File: src/include/dpa_pkg.sv
/*
 * Shared constants of the digital pin data and alternate-function block:
 * register indices, field positions, reset values and
 * selector encodings.
 * Assumes an APB master with 16-bit byte addresses and 32-bit data.
 */
package dpa_pkg;

    // ****************************************************************
    // Bus geometry
    // ****************************************************************
    localparam int AW = 16;
    localparam int DW = 32;
    localparam int PIN_LO = 16;

    // ****************************************************************
    // Register indices; byte address is four times the index
    // ****************************************************************
    localparam logic [AW-1:0] IDX_GRP0 = 16'h0080;
    localparam logic [AW-1:0] IDX_GRP1 = 16'h0090;
    localparam logic [AW-1:0] IDX_GRP2 = 16'h00A0;
    localparam logic [AW-1:0] IDX_GRP3 = 16'h00B0;
    localparam logic [AW-1:0] IDX_EEX = 16'h2456;
    localparam logic [AW-1:0] IDX_PVW = 16'h2457;
    localparam logic [AW-1:0] IDX_PX = 16'h2458;
    localparam logic [AW-1:0] IDX_MAP = 16'h2460;
    localparam logic [AW-1:0] IDX_HIDATA = 16'h2461;
    localparam logic [AW-1:0] IDX_HIDIR = 16'h2462;

    // ****************************************************************
    // Field positions
    // ****************************************************************
    localparam int GRP_DATA_LSB = 0;
    localparam int GRP_DIR_LSB = 4;
    localparam int GRP_W = 4;
    localparam int GRP_SEL_LSB = 6;
    localparam int EEX_LSB = 6;
    localparam int PV_BIT = 6;
    localparam int PW_BIT = 7;
    localparam int PX_BIT = 7;

    // ****************************************************************
    // Pins with an alternate use
    // ****************************************************************
    localparam int PIN_PW = 0;
    localparam int PIN_PV = 1;
    localparam int PIN_EE_CLK = 2;
    localparam int PIN_EE_IO = 3;
    localparam int PIN_PX = 6;

    // ****************************************************************
    // Reset values and encodings
    // ****************************************************************
    localparam logic [1:0] EEX_OFF = 2'h0;
    localparam logic [1:0] EEX_TWO_WIRE = 2'h1;
    localparam logic [1:0] EEX_ALT = 2'h2;
    localparam logic [1:0] EEX_SPLIT = 2'h3;
    localparam logic [1:0] EEX_RST = EEX_OFF;
    localparam logic ROUTE_RST = 1'b0;
    localparam logic DIR_RST = 1'b0;
    localparam logic DATA_RST = 1'b0;
    localparam logic MAP_RST = 1'b0;

    typedef enum logic [3:0] {
        DPA_REG_NONE,
        DPA_REG_GRP,
        DPA_REG_EEX,
        DPA_REG_PVW,
        DPA_REG_PX,
        DPA_REG_MAP,
        DPA_REG_HIDATA,
        DPA_REG_HIDIR
    } dpa_reg_t;

endpackage

File: src/include/dpa_route_if.sv
/*
 * Routing controls passed from the register side to the pin driver.
 * Assumes both ends sit in the clk_sys domain.
 */
`timescale 1ns/100ps
interface dpa_route_if #(parameter int NPIN = 24);
    logic [NPIN-1:0] out_data;
    logic [NPIN-1:0] dir;
    logic [NPIN-1:0] display_pin_mapping;
    logic [1:0]      ee_sel;
    logic            pv_en;
    logic            pw_en;
    logic            px_en;

    modport ctl (output out_data, dir, display_pin_mapping, ee_sel, pv_en, pw_en, px_en);
    modport mux (input out_data, dir, display_pin_mapping, ee_sel, pv_en, pw_en, px_en);
endinterface

File: src/verilog/dpa_pinmux.sv
/*
 * Pin driver: chooses level and enable of every pin from the general
 * data, the pulse routes and the serial EEPROM selector.
 * Assumes pulses and controller signals come from clk_sys logic.
 */
`timescale 1ns/100ps
module dpa_pinmux
    import dpa_pkg::*;
#(
    parameter int NPIN = 24
) (
    // Clock and reset
    input  wire logic            clk_sys,
    input  wire logic            rst,
    // Controls
    dpa_route_if.mux             rt,
    // Alternate sources
    input  wire logic            v_pulse,
    input  wire logic            real_energy_pulse,
    input  wire logic            aux_x_pulse,
    input  wire logic            ee_ctl_clock,
    input  wire logic            ee_ctl_dout,
    input  wire logic            ee_ctl_doe,
    // Pins
    output logic      [NPIN-1:0] pin_out,
    output logic      [NPIN-1:0] pin_oe
);
    logic [NPIN-1:0] out_d;
    logic [NPIN-1:0] oe_d;
    logic            ee_on;

    always_comb begin
        out_d = rt.out_data;
        oe_d  = rt.dir & ~rt.display_pin_mapping;
        ee_on = (rt.ee_sel != EEX_OFF) && !rt.display_pin_mapping[PIN_EE_CLK]
                && !rt.display_pin_mapping[PIN_EE_IO];
        if (rt.pw_en && !rt.display_pin_mapping[PIN_PW]) begin
            out_d[PIN_PW] = real_energy_pulse;
            oe_d[PIN_PW]  = 1'b1;
        end
        if (rt.pv_en && !rt.display_pin_mapping[PIN_PV]) begin
            out_d[PIN_PV] = v_pulse;
            oe_d[PIN_PV]  = 1'b1;
        end
        if (rt.px_en && !rt.display_pin_mapping[PIN_PX]) begin
            out_d[PIN_PX] = aux_x_pulse;
            oe_d[PIN_PX]  = 1'b1;
        end
        if (ee_on) begin
            out_d[PIN_EE_CLK] = ee_ctl_clock;
            oe_d[PIN_EE_CLK]  = 1'b1;
            out_d[PIN_EE_IO]  = ee_ctl_dout;
            // Split mode: data pin only ever drives, input comes elsewhere
            oe_d[PIN_EE_IO]   = (rt.ee_sel == EEX_SPLIT) ? 1'b1 : ee_ctl_doe;
        end
    end

    always_ff @(posedge clk_sys) begin
        if (rst) begin
            pin_out <= '0;
            pin_oe  <= '0;
        end else begin
            pin_out <= out_d;
            pin_oe  <= oe_d;
        end
    end
endmodule

File: src/verilog/dpa_sync.sv
/*
 * Three-stage input synchroniser with agreement filter.
 * Assumes asynchronous pin levels; output is a clean clk_sys level.
 */
`timescale 1ns/100ps
module dpa_sync #(
    parameter int W = 24
) (
    // Clock and reset
    input  wire logic         clk_sys,
    input  wire logic         rst,
    // Levels
    input  wire logic [W-1:0] async_in,
    output logic      [W-1:0] level
);
    logic [W-1:0] s1_q;
    logic [W-1:0] s2_q;
    logic [W-1:0] s3_q;

    always_ff @(posedge clk_sys) begin
        if (rst) begin
            s1_q <= '0;
            s2_q <= '0;
            s3_q <= '0;
        end else begin
            s1_q <= async_in;
            s2_q <= s1_q;
            s3_q <= s2_q;
        end
    end

    // A change counts only once the last two stages agree
    always_ff @(posedge clk_sys) begin
        if (rst) begin
            level <= '0;
        end else begin
            level <= (s2_q & s3_q) | (level & (s2_q | s3_q));
        end
    end
endmodule

File: src/verilog/dpa_top.sv
/*
 * Digital pin data registers and alternate-function selection behind
 * an APB slave.
 * Assumes APB master on clk_sys, pins sampled through dpa_sync, serial
 * EEPROM controller and pulse sources in the same clock domain.
 */
// The APB interface to the registers was decided locally.
// Function
// - Data read returns pin level of first sixteen pins, zero if display pin.
// - Data write changes driven level of pins configured as outputs.
// - Data writes ignored for input pins and display pins.
// - Pins above 15 take output data from their segment control bit zero; here pin 16+n takes HIDATA bit n.
// - Nonzero selector, map bits 2,3 clear: pin 2 EEPROM clock, 3 data.
// - Selector resets to zero; 00 disables, 01 selects two-wire interface.
// - Real-energy route set and map bit 0 clear: pulse on pin 0.
// - X route set and map bit 6 clear: X pulse on pin 6.
`timescale 1ns/100ps
module dpa_top #(
    parameter int NPIN      = 24,
    parameter int EE_DI_PIN = 8
) (
    // Clock and reset
    input  wire logic                  clk_sys,
    input  wire logic                  rst,
    // APB slave
    input  wire logic                  psel,
    input  wire logic                  penable,
    input  wire logic                  pwrite,
    input  wire logic [dpa_pkg::AW-1:0] paddr,
    input  wire logic [dpa_pkg::DW-1:0] pwdata,
    output logic      [dpa_pkg::DW-1:0] prdata,
    output logic                       pready,
    output logic                       pslverr,
    // Pins
    input  wire logic [NPIN-1:0]       pin_in,
    output logic      [NPIN-1:0]       pin_out,
    output logic      [NPIN-1:0]       pin_oe,
    // Pulse sources
    input  wire logic                  v_pulse,
    input  wire logic                  real_energy_pulse,
    input  wire logic                  aux_x_pulse,
    // Serial EEPROM controller side
    input  wire logic                  ee_ctl_clock,
    input  wire logic                  ee_ctl_dout,
    input  wire logic                  ee_ctl_doe,
    output logic                       ee_ctl_din,
    output logic      [1:0]            ee_mode
);
    import dpa_pkg::*;

    // ****************************************************************
    // Parameter checks
    // ****************************************************************
    // Pins above the sixteen group pins have registers of their own
    localparam int NHI = NPIN - PIN_LO;

    if (NPIN <= PIN_LO || NPIN > DW) begin : g_bad_npin
        $error("NPIN must lie between 17 and 32");
    end
    if (EE_DI_PIN < 0 || EE_DI_PIN >= NPIN) begin : g_bad_di
        $error("EE_DI_PIN must name an existing pin");
    end

    // ****************************************************************
    // Helpers
    // ****************************************************************
    function automatic logic [AW-1:0] byte_addr(input logic [AW-1:0] idx);
        byte_addr = {idx[AW-3:0], 2'b00};
    endfunction

    function automatic dpa_reg_t decode(input logic [AW-1:0] a);
        logic [AW-1:0] g;
        // Bits 7:6 pick the group, so they are masked off here
        g = a & ~16'h00C0;
        if (g == byte_addr(IDX_GRP0)) begin
            decode = DPA_REG_GRP;
        end else if (a == byte_addr(IDX_EEX)) begin
            decode = DPA_REG_EEX;
        end else if (a == byte_addr(IDX_PVW)) begin
            decode = DPA_REG_PVW;
        end else if (a == byte_addr(IDX_PX)) begin
            decode = DPA_REG_PX;
        end else if (a == byte_addr(IDX_MAP)) begin
            decode = DPA_REG_MAP;
        end else if (a == byte_addr(IDX_HIDATA)) begin
            decode = DPA_REG_HIDATA;
        end else if (a == byte_addr(IDX_HIDIR)) begin
            decode = DPA_REG_HIDIR;
        end else begin
            decode = DPA_REG_NONE;
        end
    endfunction

    // Only bits enabled as output and not owned by the display take data
    function automatic logic [GRP_W-1:0] merge_out(
        input logic [GRP_W-1:0] old_v,
        input logic [GRP_W-1:0] new_v,
        input logic [GRP_W-1:0] dir_v,
        input logic [GRP_W-1:0] map_v
    );
        logic [GRP_W-1:0] m;
        m = dir_v & ~map_v;
        merge_out = (old_v & ~m) | (new_v & m);
    endfunction

    // ****************************************************************
    // State
    // ****************************************************************
    logic [PIN_LO-1:0] lo_data_q;
    logic [PIN_LO-1:0] lo_dir_q;
    logic [NHI-1:0]    hi_data_q;
    logic [NHI-1:0]    hi_dir_q;
    logic [NPIN-1:0]   map_q;
    logic [1:0]        ee_sel_q;
    logic              pv_q;
    logic              pw_q;
    logic              px_q;
    logic [NPIN-1:0]   level;
    dpa_reg_t          reg_sel;
    logic [1:0]        grp;
    logic              access;
    logic              wr_go;
    logic [DW-1:0]     rd_word;
    logic [GRP_W-1:0]  grp_dir;
    logic [GRP_W-1:0]  grp_map;
    logic [GRP_W-1:0]  grp_lvl;

    // Group select rides on address bits above the word offset
    assign reg_sel = decode(paddr);
    assign grp     = paddr[GRP_SEL_LSB +: 2];
    assign access  = psel && penable && !pready;
    // Writes land only at the edge where the master sees pready high
    assign wr_go   = psel && penable && pready && pwrite;
    assign grp_dir = lo_dir_q[grp*GRP_W +: GRP_W];
    assign grp_map = map_q[grp*GRP_W +: GRP_W];
    assign grp_lvl = level[grp*GRP_W +: GRP_W];

    // ****************************************************************
    // Pin sampling
    // ****************************************************************
    // Reads see the filtered level, a few cycles behind the pin
    dpa_sync #(
        .W (NPIN)
    ) u_sync (
        .clk_sys  (clk_sys),
        .rst      (rst),
        .async_in (pin_in),
        .level    (level)
    );

    // ****************************************************************
    // APB handshake, one wait state
    // ****************************************************************
    always_ff @(posedge clk_sys) begin
        if (rst) begin
            pready <= 1'b0;
        end else begin
            // One fixed wait state keeps read data a plain register
            pready <= access;
        end
    end

    always_comb begin
        // Bits a register does not use read as zero
        rd_word = '0;
        unique case (reg_sel)
            DPA_REG_GRP: begin
                rd_word[GRP_DATA_LSB +: GRP_W] = grp_lvl & ~grp_map;
                rd_word[GRP_DIR_LSB +: GRP_W]  = grp_dir;
            end
            DPA_REG_EEX:    rd_word[EEX_LSB +: 2] = ee_sel_q;
            DPA_REG_PVW: begin
                rd_word[PV_BIT] = pv_q;
                rd_word[PW_BIT] = pw_q;
            end
            DPA_REG_PX:     rd_word[PX_BIT] = px_q;
            DPA_REG_MAP:    rd_word[NPIN-1:0] = map_q;
            DPA_REG_HIDATA: rd_word[NHI-1:0] = hi_data_q;
            DPA_REG_HIDIR:  rd_word[NHI-1:0] = hi_dir_q;
            DPA_REG_NONE:   rd_word = '0;
        endcase
    end

    always_ff @(posedge clk_sys) begin
        if (rst) begin
            prdata  <= '0;
            pslverr <= 1'b0;
        end else if (access) begin
            // Writes return zero so stale read data never reappears
            prdata  <= pwrite ? '0 : rd_word;
            pslverr <= (reg_sel == DPA_REG_NONE);
        end
    end

    // ****************************************************************
    // General pin data and direction
    // ****************************************************************
    always_ff @(posedge clk_sys) begin
        if (rst) begin
            lo_data_q <= {PIN_LO{DATA_RST}};
            lo_dir_q  <= {PIN_LO{DIR_RST}};
        end else if (wr_go && reg_sel == DPA_REG_GRP) begin
            // Mask uses the direction held before this write
            lo_data_q[grp*GRP_W +: GRP_W] <= merge_out(
                lo_data_q[grp*GRP_W +: GRP_W],
                pwdata[GRP_DATA_LSB +: GRP_W], grp_dir, grp_map);
            lo_dir_q[grp*GRP_W +: GRP_W] <= pwdata[GRP_DIR_LSB +: GRP_W];
        end
    end

    // Upper pins carry their data in HIDATA, one bit per pin, pin 16 in bit zero
    always_ff @(posedge clk_sys) begin
        if (rst) begin
            hi_data_q <= {NHI{DATA_RST}};
            hi_dir_q  <= {NHI{DIR_RST}};
        end else if (wr_go) begin
            if (reg_sel == DPA_REG_HIDATA) begin
                hi_data_q <= pwdata[NHI-1:0];
            end
            if (reg_sel == DPA_REG_HIDIR) begin
                hi_dir_q <= pwdata[NHI-1:0];
            end
        end
    end

    always_ff @(posedge clk_sys) begin
        if (rst) begin
            map_q <= {NPIN{MAP_RST}};
        end else if (wr_go && reg_sel == DPA_REG_MAP) begin
            // Display ownership masks both the driver and the read value
            map_q <= pwdata[NPIN-1:0];
        end
    end

    // ****************************************************************
    // Alternate function selects
    // ****************************************************************
    always_ff @(posedge clk_sys) begin
        if (rst) begin
            ee_sel_q <= EEX_RST;
            pv_q     <= ROUTE_RST;
            pw_q     <= ROUTE_RST;
            px_q     <= ROUTE_RST;
        end else if (wr_go) begin
            if (reg_sel == DPA_REG_EEX) begin
                // Codes are stored as written; the pin driver decodes them
                ee_sel_q <= pwdata[EEX_LSB +: 2];
            end
            if (reg_sel == DPA_REG_PVW) begin
                pv_q <= pwdata[PV_BIT];
                pw_q <= pwdata[PW_BIT];
            end
            // A route only takes its pin while the display leaves it free
            if (reg_sel == DPA_REG_PX) begin
                px_q <= pwdata[PX_BIT];
            end
        end
    end

    // Data input to the controller; idles high like a pulled-up bus
    always_ff @(posedge clk_sys) begin
        if (rst) begin
            ee_ctl_din <= 1'b1;
            ee_mode    <= EEX_OFF;
        end else begin
            ee_mode <= ee_sel_q;
            unique case (ee_sel_q)
                EEX_OFF:   ee_ctl_din <= 1'b1;
                EEX_SPLIT: ee_ctl_din <= level[EE_DI_PIN];
                default:   ee_ctl_din <= level[PIN_EE_IO];
            endcase
        end
    end

    // ****************************************************************
    // Pin driver
    // ****************************************************************
    // Controls travel as one bundle so the driver sees a single set
    dpa_route_if #(.NPIN (NPIN)) rt ();

    assign rt.out_data = {hi_data_q, lo_data_q};
    assign rt.dir      = {hi_dir_q, lo_dir_q};
    assign rt.display_pin_mapping  = map_q;
    assign rt.ee_sel   = ee_sel_q;
    assign rt.pv_en    = pv_q;
    assign rt.pw_en    = pw_q;
    assign rt.px_en    = px_q;

    dpa_pinmux #(
        .NPIN (NPIN)
    ) u_mux (
        .clk_sys           (clk_sys),
        .rst               (rst),
        .rt                (rt.mux),
        .v_pulse           (v_pulse),
        .real_energy_pulse (real_energy_pulse),
        .aux_x_pulse       (aux_x_pulse),
        .ee_ctl_clock      (ee_ctl_clock),
        .ee_ctl_dout       (ee_ctl_dout),
        .ee_ctl_doe        (ee_ctl_doe),
        .pin_out           (pin_out),
        .pin_oe            (pin_oe)
    );
endmodule
File: config.mk
export PLATFORM = sky130hd
export DESIGN_NAME = dpa_top
export DESIGN_NICKNAME = d
export VERILOG_FILES = /design/src/include/dpa_pkg.sv /design/src/include/dpa_route_if.sv /design/src/verilog/dpa_pinmux.sv /design/src/verilog/dpa_sync.sv /design/src/verilog/dpa_top.sv
export SDC_FILE = /design/constraint.sdc
export NUM_CORES = 1
export LEC_CHECK = 0
export ABC_AREA = 0
export BUFFER_PORTS_ARGS = -buffer_cell sky130_fd_sc_hd__buf_2
export CORE_MARGIN = 4
export CORE_UTILIZATION = 49
export CTS_BUF_LIST = sky130_fd_sc_hd__clkbuf_16
export CTS_CLUSTER_SIZE = 28
export DETAILED_ROUTE_END_ITERATION = 10
export PLACE_DENSITY = 0.75
export SLEW_MARGIN = 15
export SYNTH_ARGS = -nofsm -noshare
export SYNTH_HDL_FRONTEND = slang
export SYNTH_SLANG_ARGS = --single-unit
export TNS_END_PERCENT = 5
File: constraint.sdc
create_clock -name clk_sys -period 2.9 [get_ports clk_sys]
set_clock_uncertainty 0.15 [all_clocks]
set_input_delay 0.29 -clock clk_sys [delete_from_list [all_inputs] [get_ports clk_sys]]
set_output_delay 0.29 -clock clk_sys [all_outputs]
set_load 0.02 [all_outputs]
## Yosys cells after proc, flatten, opt, wreduce, memory -nomap -nowiden

Index checks and enable logic that the tools add are counted.
W data, S select, Z words.

- Add/sub/neg operators: 1
- Eq/ne operators: 15
- Shifts and indexed selects: 7
- Muxes and demuxes: 24
- Bitwise operators: 13
- Reduce and logical (&&, ||, !) cells: 25

Operator list:

| cell | number |
|---|---|
| $eq A16 B16 Y1 const B | 6 |
| $and A24 B24 Y24 | 3 |
| $shiftx A4 B34 Y16 | 2 |
| $or A24 B24 Y24 | 2 |
| $shiftx A24 B5 Y4 | 2 |
| $neg A4 Y34 | 1 |
| $shift A4 B34 Y16 const A | 1 |
| $bwmux W16 | 2 |
| $shiftx A16 B5 Y4 | 2 |
| $mux W24 | 1 |
| $not A24 Y24 | 1 |
| $pmux W6 S4 | 1 |
| $mux W3 | 6 |
| $and A4 B4 Y4 | 4 |
| $eq A4 B3 Y1 const B | 4 |
| $mux W16 | 1 |
| $eq A14 B8 Y1 const B | 1 |
| $logic_and A1 B1 Y1 | 11 |
| $reduce_and A2 Y1 | 5 |
| $eq A4 B2 Y1 const B | 2 |
| $not A4 Y4 | 2 |
| $pmux W1 S8 | 1 |
| $mux W1 | 7 |
| $logic_not A1 Y1 | 6 |
| 10 further kinds | 11 |

- Flip-flop bits (word level): 258
- Bits of input ports: 83
- Output and inout port bits: 85
- Logic and storage cells: 105

## Longest topological paths before layout

- Depth in word-level cells: 11
- Depth in mapped cells: 11
- Mapped depth without buffers: 7

## Hierarchy

Synthesis repeated with hierarchy kept, for this count alone.

- Cells, all modules: 937
- Area, all modules: 9146.3 um^2

Modules (own cells, without submodules):

| module | times used | cells each | area an instance (um^2) | seq. area each (um^2) |
|---|---|---|---|---|
| dpa_top | 1 | 564 | 4939.7 | 2122.0 |
| dpa_sync | 1 | 250 | 2755.1 | 1921.8 |
| dpa_pinmux | 1 | 123 | 1451.4 | 960.9 |

## Least setup slack after synthesis

Ideal clock, no wire load.

- Path kind: input -> register
- Start point: input paddr[6] (netlist bit)
- End point: register hi_dir_q[0]
- Setup time: 128 ps
- Data arrival time: 2481 ps
- Required time: 2622 ps
- Setup slack: 142 ps
- Stages on the path: 11
- Path buffers: 4
- Path through: buf_2 -> buf_4 -> inv_1 -> ha_1 -> or3b_1 -> a21oi_2 -> buf_6 -> or4b_1 -> buf_4 -> mux2i_1 -> nor2_1

- Cells in the longest elaborated chain, start to end: 10
- Elaborated cells between the ends (all ways): 15
- Classes of those cells: 7 x eq/ne; 7 x mux; 1 x reduce/logical

Ends and longest elaborated chain:

| element | RTL line | source |
|---|---|---|
| from (decl) | dpa_top.sv:29 | `input wire logic [dpa_pkg::AW-1:0] paddr,` |
| $eq A16 B16 Y1 | dpa_top.sv:87 | `end else if (a == byte_addr(IDX_HIDIR)) begin` |
| $mux W3 | dpa_top.sv:87 |  |
| $mux W3 | dpa_top.sv:85 | `end else if (a == byte_addr(IDX_HIDATA)) begin` |
| $mux W3 | dpa_top.sv:83 | `end else if (a == byte_addr(IDX_MAP)) begin` |
| $mux W3 | dpa_top.sv:81 | `end else if (a == byte_addr(IDX_PX)) begin` |
| $mux W3 | dpa_top.sv:79 | `end else if (a == byte_addr(IDX_PVW)) begin` |
| $mux W3 * | dpa_top.sv:77 | `end else if (a == byte_addr(IDX_EEX)) begin` |
| $mux W4 * | dpa_top.sv:75 | `if (g == byte_addr(IDX_GRP0)) begin` |
| $eq A4 B3 Y1 * | dpa_top.sv:220 | `if (reg_sel == DPA_REG_HIDIR) begin` |
| $reduce_and A2 Y1 (no source line) * | - |  |
| to (signal assigned) | dpa_top.sv:215 | `hi_dir_q <= {NHI{DIR_RST}};` |
| to (signal assigned) | dpa_top.sv:221 | `hi_dir_q <= pwdata[NHI-1:0];` |
| to (decl) | dpa_top.sv:112 | `logic [NHI-1:0] hi_dir_q;` |

Every way passes the cells marked *; elsewhere a longest branch is shown, timed or not.
A chain may end at the register's enable or synchronous reset.

## Worst setup path after layout

- Start point: input paddr[7] (netlist bit)
- End point: register hi_dir_q[2]

Same word-level chain as after synthesis.

==> out/metrics.yaml <==
drv_cap: 0
worstPathRequired_ps: 3130
num_rows: 46
insertion_delay_ps: 510
antenna_found_initial: 0
drt_first_iter_violations: 602
ctsLongestPathBuffers: 3
finalWorstPathRequiredPeriod_ps: 2294
slew_violations: 0
netlist_instances: 816
netlist_area_um2: 8173
yosys.area.top_type: "dfxtp_1"
fin_nets: 1089
final_core_util_pct: 63.35
diodes: 0
violations: "negative hold slack"
grt_max_degree: 58
leakage_nw: 4.080
cts_tree: "yes"
start_kind: "input pin"
grt.overflow.total: 0
syn_avg_cell_area_um2: 10.02
yosys_warnings: 0
power_density_nw_per_um2: 593.9
synth.distinct_cells: 56
synth_edf_count: 0
grt_usage_pct: 22.15
critPathMaxFanout: 8
gp_congestion: 0.9196
fin_setup_tns_ps: 0
ys_seq_elements: 218
h-tree-depth: 1
worst-setup-path-type: "input pin to flip-flop"
fin_crit_sh_pct: 79.09
die_h_um: 137.2
post_drt_wl_per_cell_um: 17.39
status: "finished, violations left"
clk_pin_slew_ps: 60
yosysTopAreaCellShare_pct: 53.40
syn2layout_area_growth_pct: 24.91
multi_input_area_um2: 3508
vias: 6683
grt_first_pass_wirelength_um: 32930
drc: 0
holdWs_ps: -3.568
slew_headroom_pct: 43.93
async_flop_share_pct: 0
port_buffers: 143
drtPass1Iterations: 8
hold_class: "input pin to flip-flop"
cp-end-kind: "flip-flop"
initial_core_util_pct: 50.71
fmax_ghz: 0.4360
drive_gt1_share_pct: 21.89
peakVddDrop_uv: 409.5
synthTopCellsByArea: "dfxtp_1, nor2b_1, mux2i_1, mux4_2, nand2_1"
tightest_slew_ps: 830.1
die_area_um2: 18810
rsz0062_at_grt: "false"
core-area_um2: 16120
ant_nets: 0
num-fill-cells: 1315
synth_top_flop_cell: "dfxtp_1"
io-pin-count: 168
routed_wl_um: 21390
dpl.hpwl_um: 14930
grt_pass1_vias: 6332
clkSinkCount: 218
ys_seq_area_share_pct: 53.40
cts_inserted_buffers: 23
hold_violations: 1
arrival_ps: 2520
setup_violations: 0
via_per_inst: 5.433
die_x_um: 137.2
post_cts_resize_count: 0
regArea_um2: 4364
ctsRootBufferMaster: "clkbuf_16"
-- power breakdown --
part | internal, mW | switching [mW] | leakage (nW) | total (mW)
combinational | 0.122 | 0.159 | 1.96 | 0.282
clock | 1.61 | 1.14 | 0.358 | 2.75
sequential | 3.02 | 0.0122 | 1.76 | 3.04
-- metrics by stage --
| stage | area, um2 | hold slack (ps) | instances | worst slack (ps) | power [mW] |
|---|---|---|---|---|---|
| after floorplan | 8199 | 263.8 | 823 | 141.6 | 3.240 |
| after global placement | 9075 | 270.3 | 1147 | 258.3 | 3.330 |
| after detailed placement | 9075 | 275.8 | 1147 | 150.9 | 3.332 |
| after CTS | 10210 | 0.4539 | 1230 | 681.8 | 6.092 |
| after global routing | 10210 | 5.822 | 1230 | 498.6 | 6.230 |
| final | 10210 | -3.568 | 1230 | 606.3 | 6.063 |
-- layout by cell type, fill, tap and decap left out, drive strengths merged, types with 4 or more instances in the layout --
master	Yosys	routed
clkinv	0	8
nand4	8	8
o2bb2ai	8	8
nand3b	10	10
inv	14	19
nor2	68	68
buf	20	164
o21ai	30	30
nor4b	6	6
nand2	95	95
clkbuf	36	23
nor3b	24	24
nor4	4	4
o32ai	4	4
nand2b	6	6
dlygate4sd3	0	43
mux4	16	16
nor2b	69	69
mux2i	37	37
ha	7	7
a22oi	17	17
nand3	7	7
a21oi	52	52
dfxtp	218	218
a2bb2oi	6	6
nor3	9	9
a221o	6	6
conb	1	8
-- synth_stat cells (2+ instances only) --
cell type	count
a211oi_1	2
a21oi_1	51
a221o_1	6
a22o_1	3
a22oi_1	17
a2bb2oi_1	6
a31oi_1	3
and2_1	2
and4_1	2
and4b_1	3
buf_2	8
buf_4	10
buf_6	2
clkbuf_1	35
dfxtp_1	218
ha_1	7
inv_1	14
mux2i_1	37
mux4_2	16
nand2_1	95
nand2b_1	6
nand3_1	7
nand3b_1	10
nand4_1	8
nor2_1	68
nor2b_1	69
nor3_1	7
nor3_2	2
nor3b_1	23
nor4_1	2
nor4_4	2
nor4b_1	5
o21ai_0	30
o22ai_1	3
o2bb2ai_1	8
o31ai_1	2
o32ai_1	4
or2_2	3
or3_1	2
or4b_1	2
-- state kept, by name, indices dropped and copies added, names as in the netlist, 16 cells and up --
register,count
prdata,24
u_sync.level,16
lo_dir_q,16
u_sync.s3_q,16
u_sync.s1_q,16
lo_data_q,16
u_mux.pin_out,24
u_sync.s2_q,16
map_q,24
u_mux.pin_oe,24
-- worst max-delay path, cell delays in order --
cell     delay, ps
buf_2          240
ha_1           280
nor3b_1        510
nand2_1        140
or4b_1         760
mux2i_1        240
nor2_1          50
-- timing repair --
action,4_1_cts,5_1_grt
hold buffers,43,0
buffers inserted,0,0
endpoints found under the setup margin,0,0
endpoints found under the hold margin,51,0
-- cells by family (layout without fill, tap and decap cells) --
family / Yosys count / after routing / synth area share, %
buffers and inverters: 70 / 261 / 3.996
DFF: 218 / 218 / 53.40
and+or+nand+nor: 324 / 324 / 21.36
xor gates and xnor gates: 1 / 1 / 0.1072
AOI/OAI and AO/OA: 142 / 142 / 11.08
adders and majority gates: 7 / 7 / 1.072
other: 1 / 8 / 0.04588
muxes: 53 / 53 / 8.941
-- worst paths after layout --
path              slack (ps)  cells past startpoint       startpoint               to
hold / removal            -4                      3        pwdata[6]     lo_dir_q[14]
setup reg to reg         750                      4           pready      hi_dir_q[2]
setup / recovery         610                      7         paddr[7]      hi_dir_q[2]
hold reg to reg          290                      1  u_sync.s1_q[13]  u_sync.s2_q[13]
-- cell type report --
type | instances | area share [%]
tap | 216 | 2.647
inverter | 14 | 0.5148
clock inverter | 17 | 1.250
clock buffer | 23 | 5.638
sequential | 218 | 42.75
multi-input combinational | 535 | 34.37
timing repair buffer | 207 | 12.83
-- metal layers --
metal / vias up / GRT usage [%] / part of all wire, %
met4: 0 / 6.430 / 2.0
li1: 3183 / - / -
met2: 293 / 34.93 / 46
met3: 35 / 3.603 / 8.2
met5: - / 0 / 0
met1: 3172 / 31.49 / 44
No activity file was read; power rests on OpenSTA's default activity.
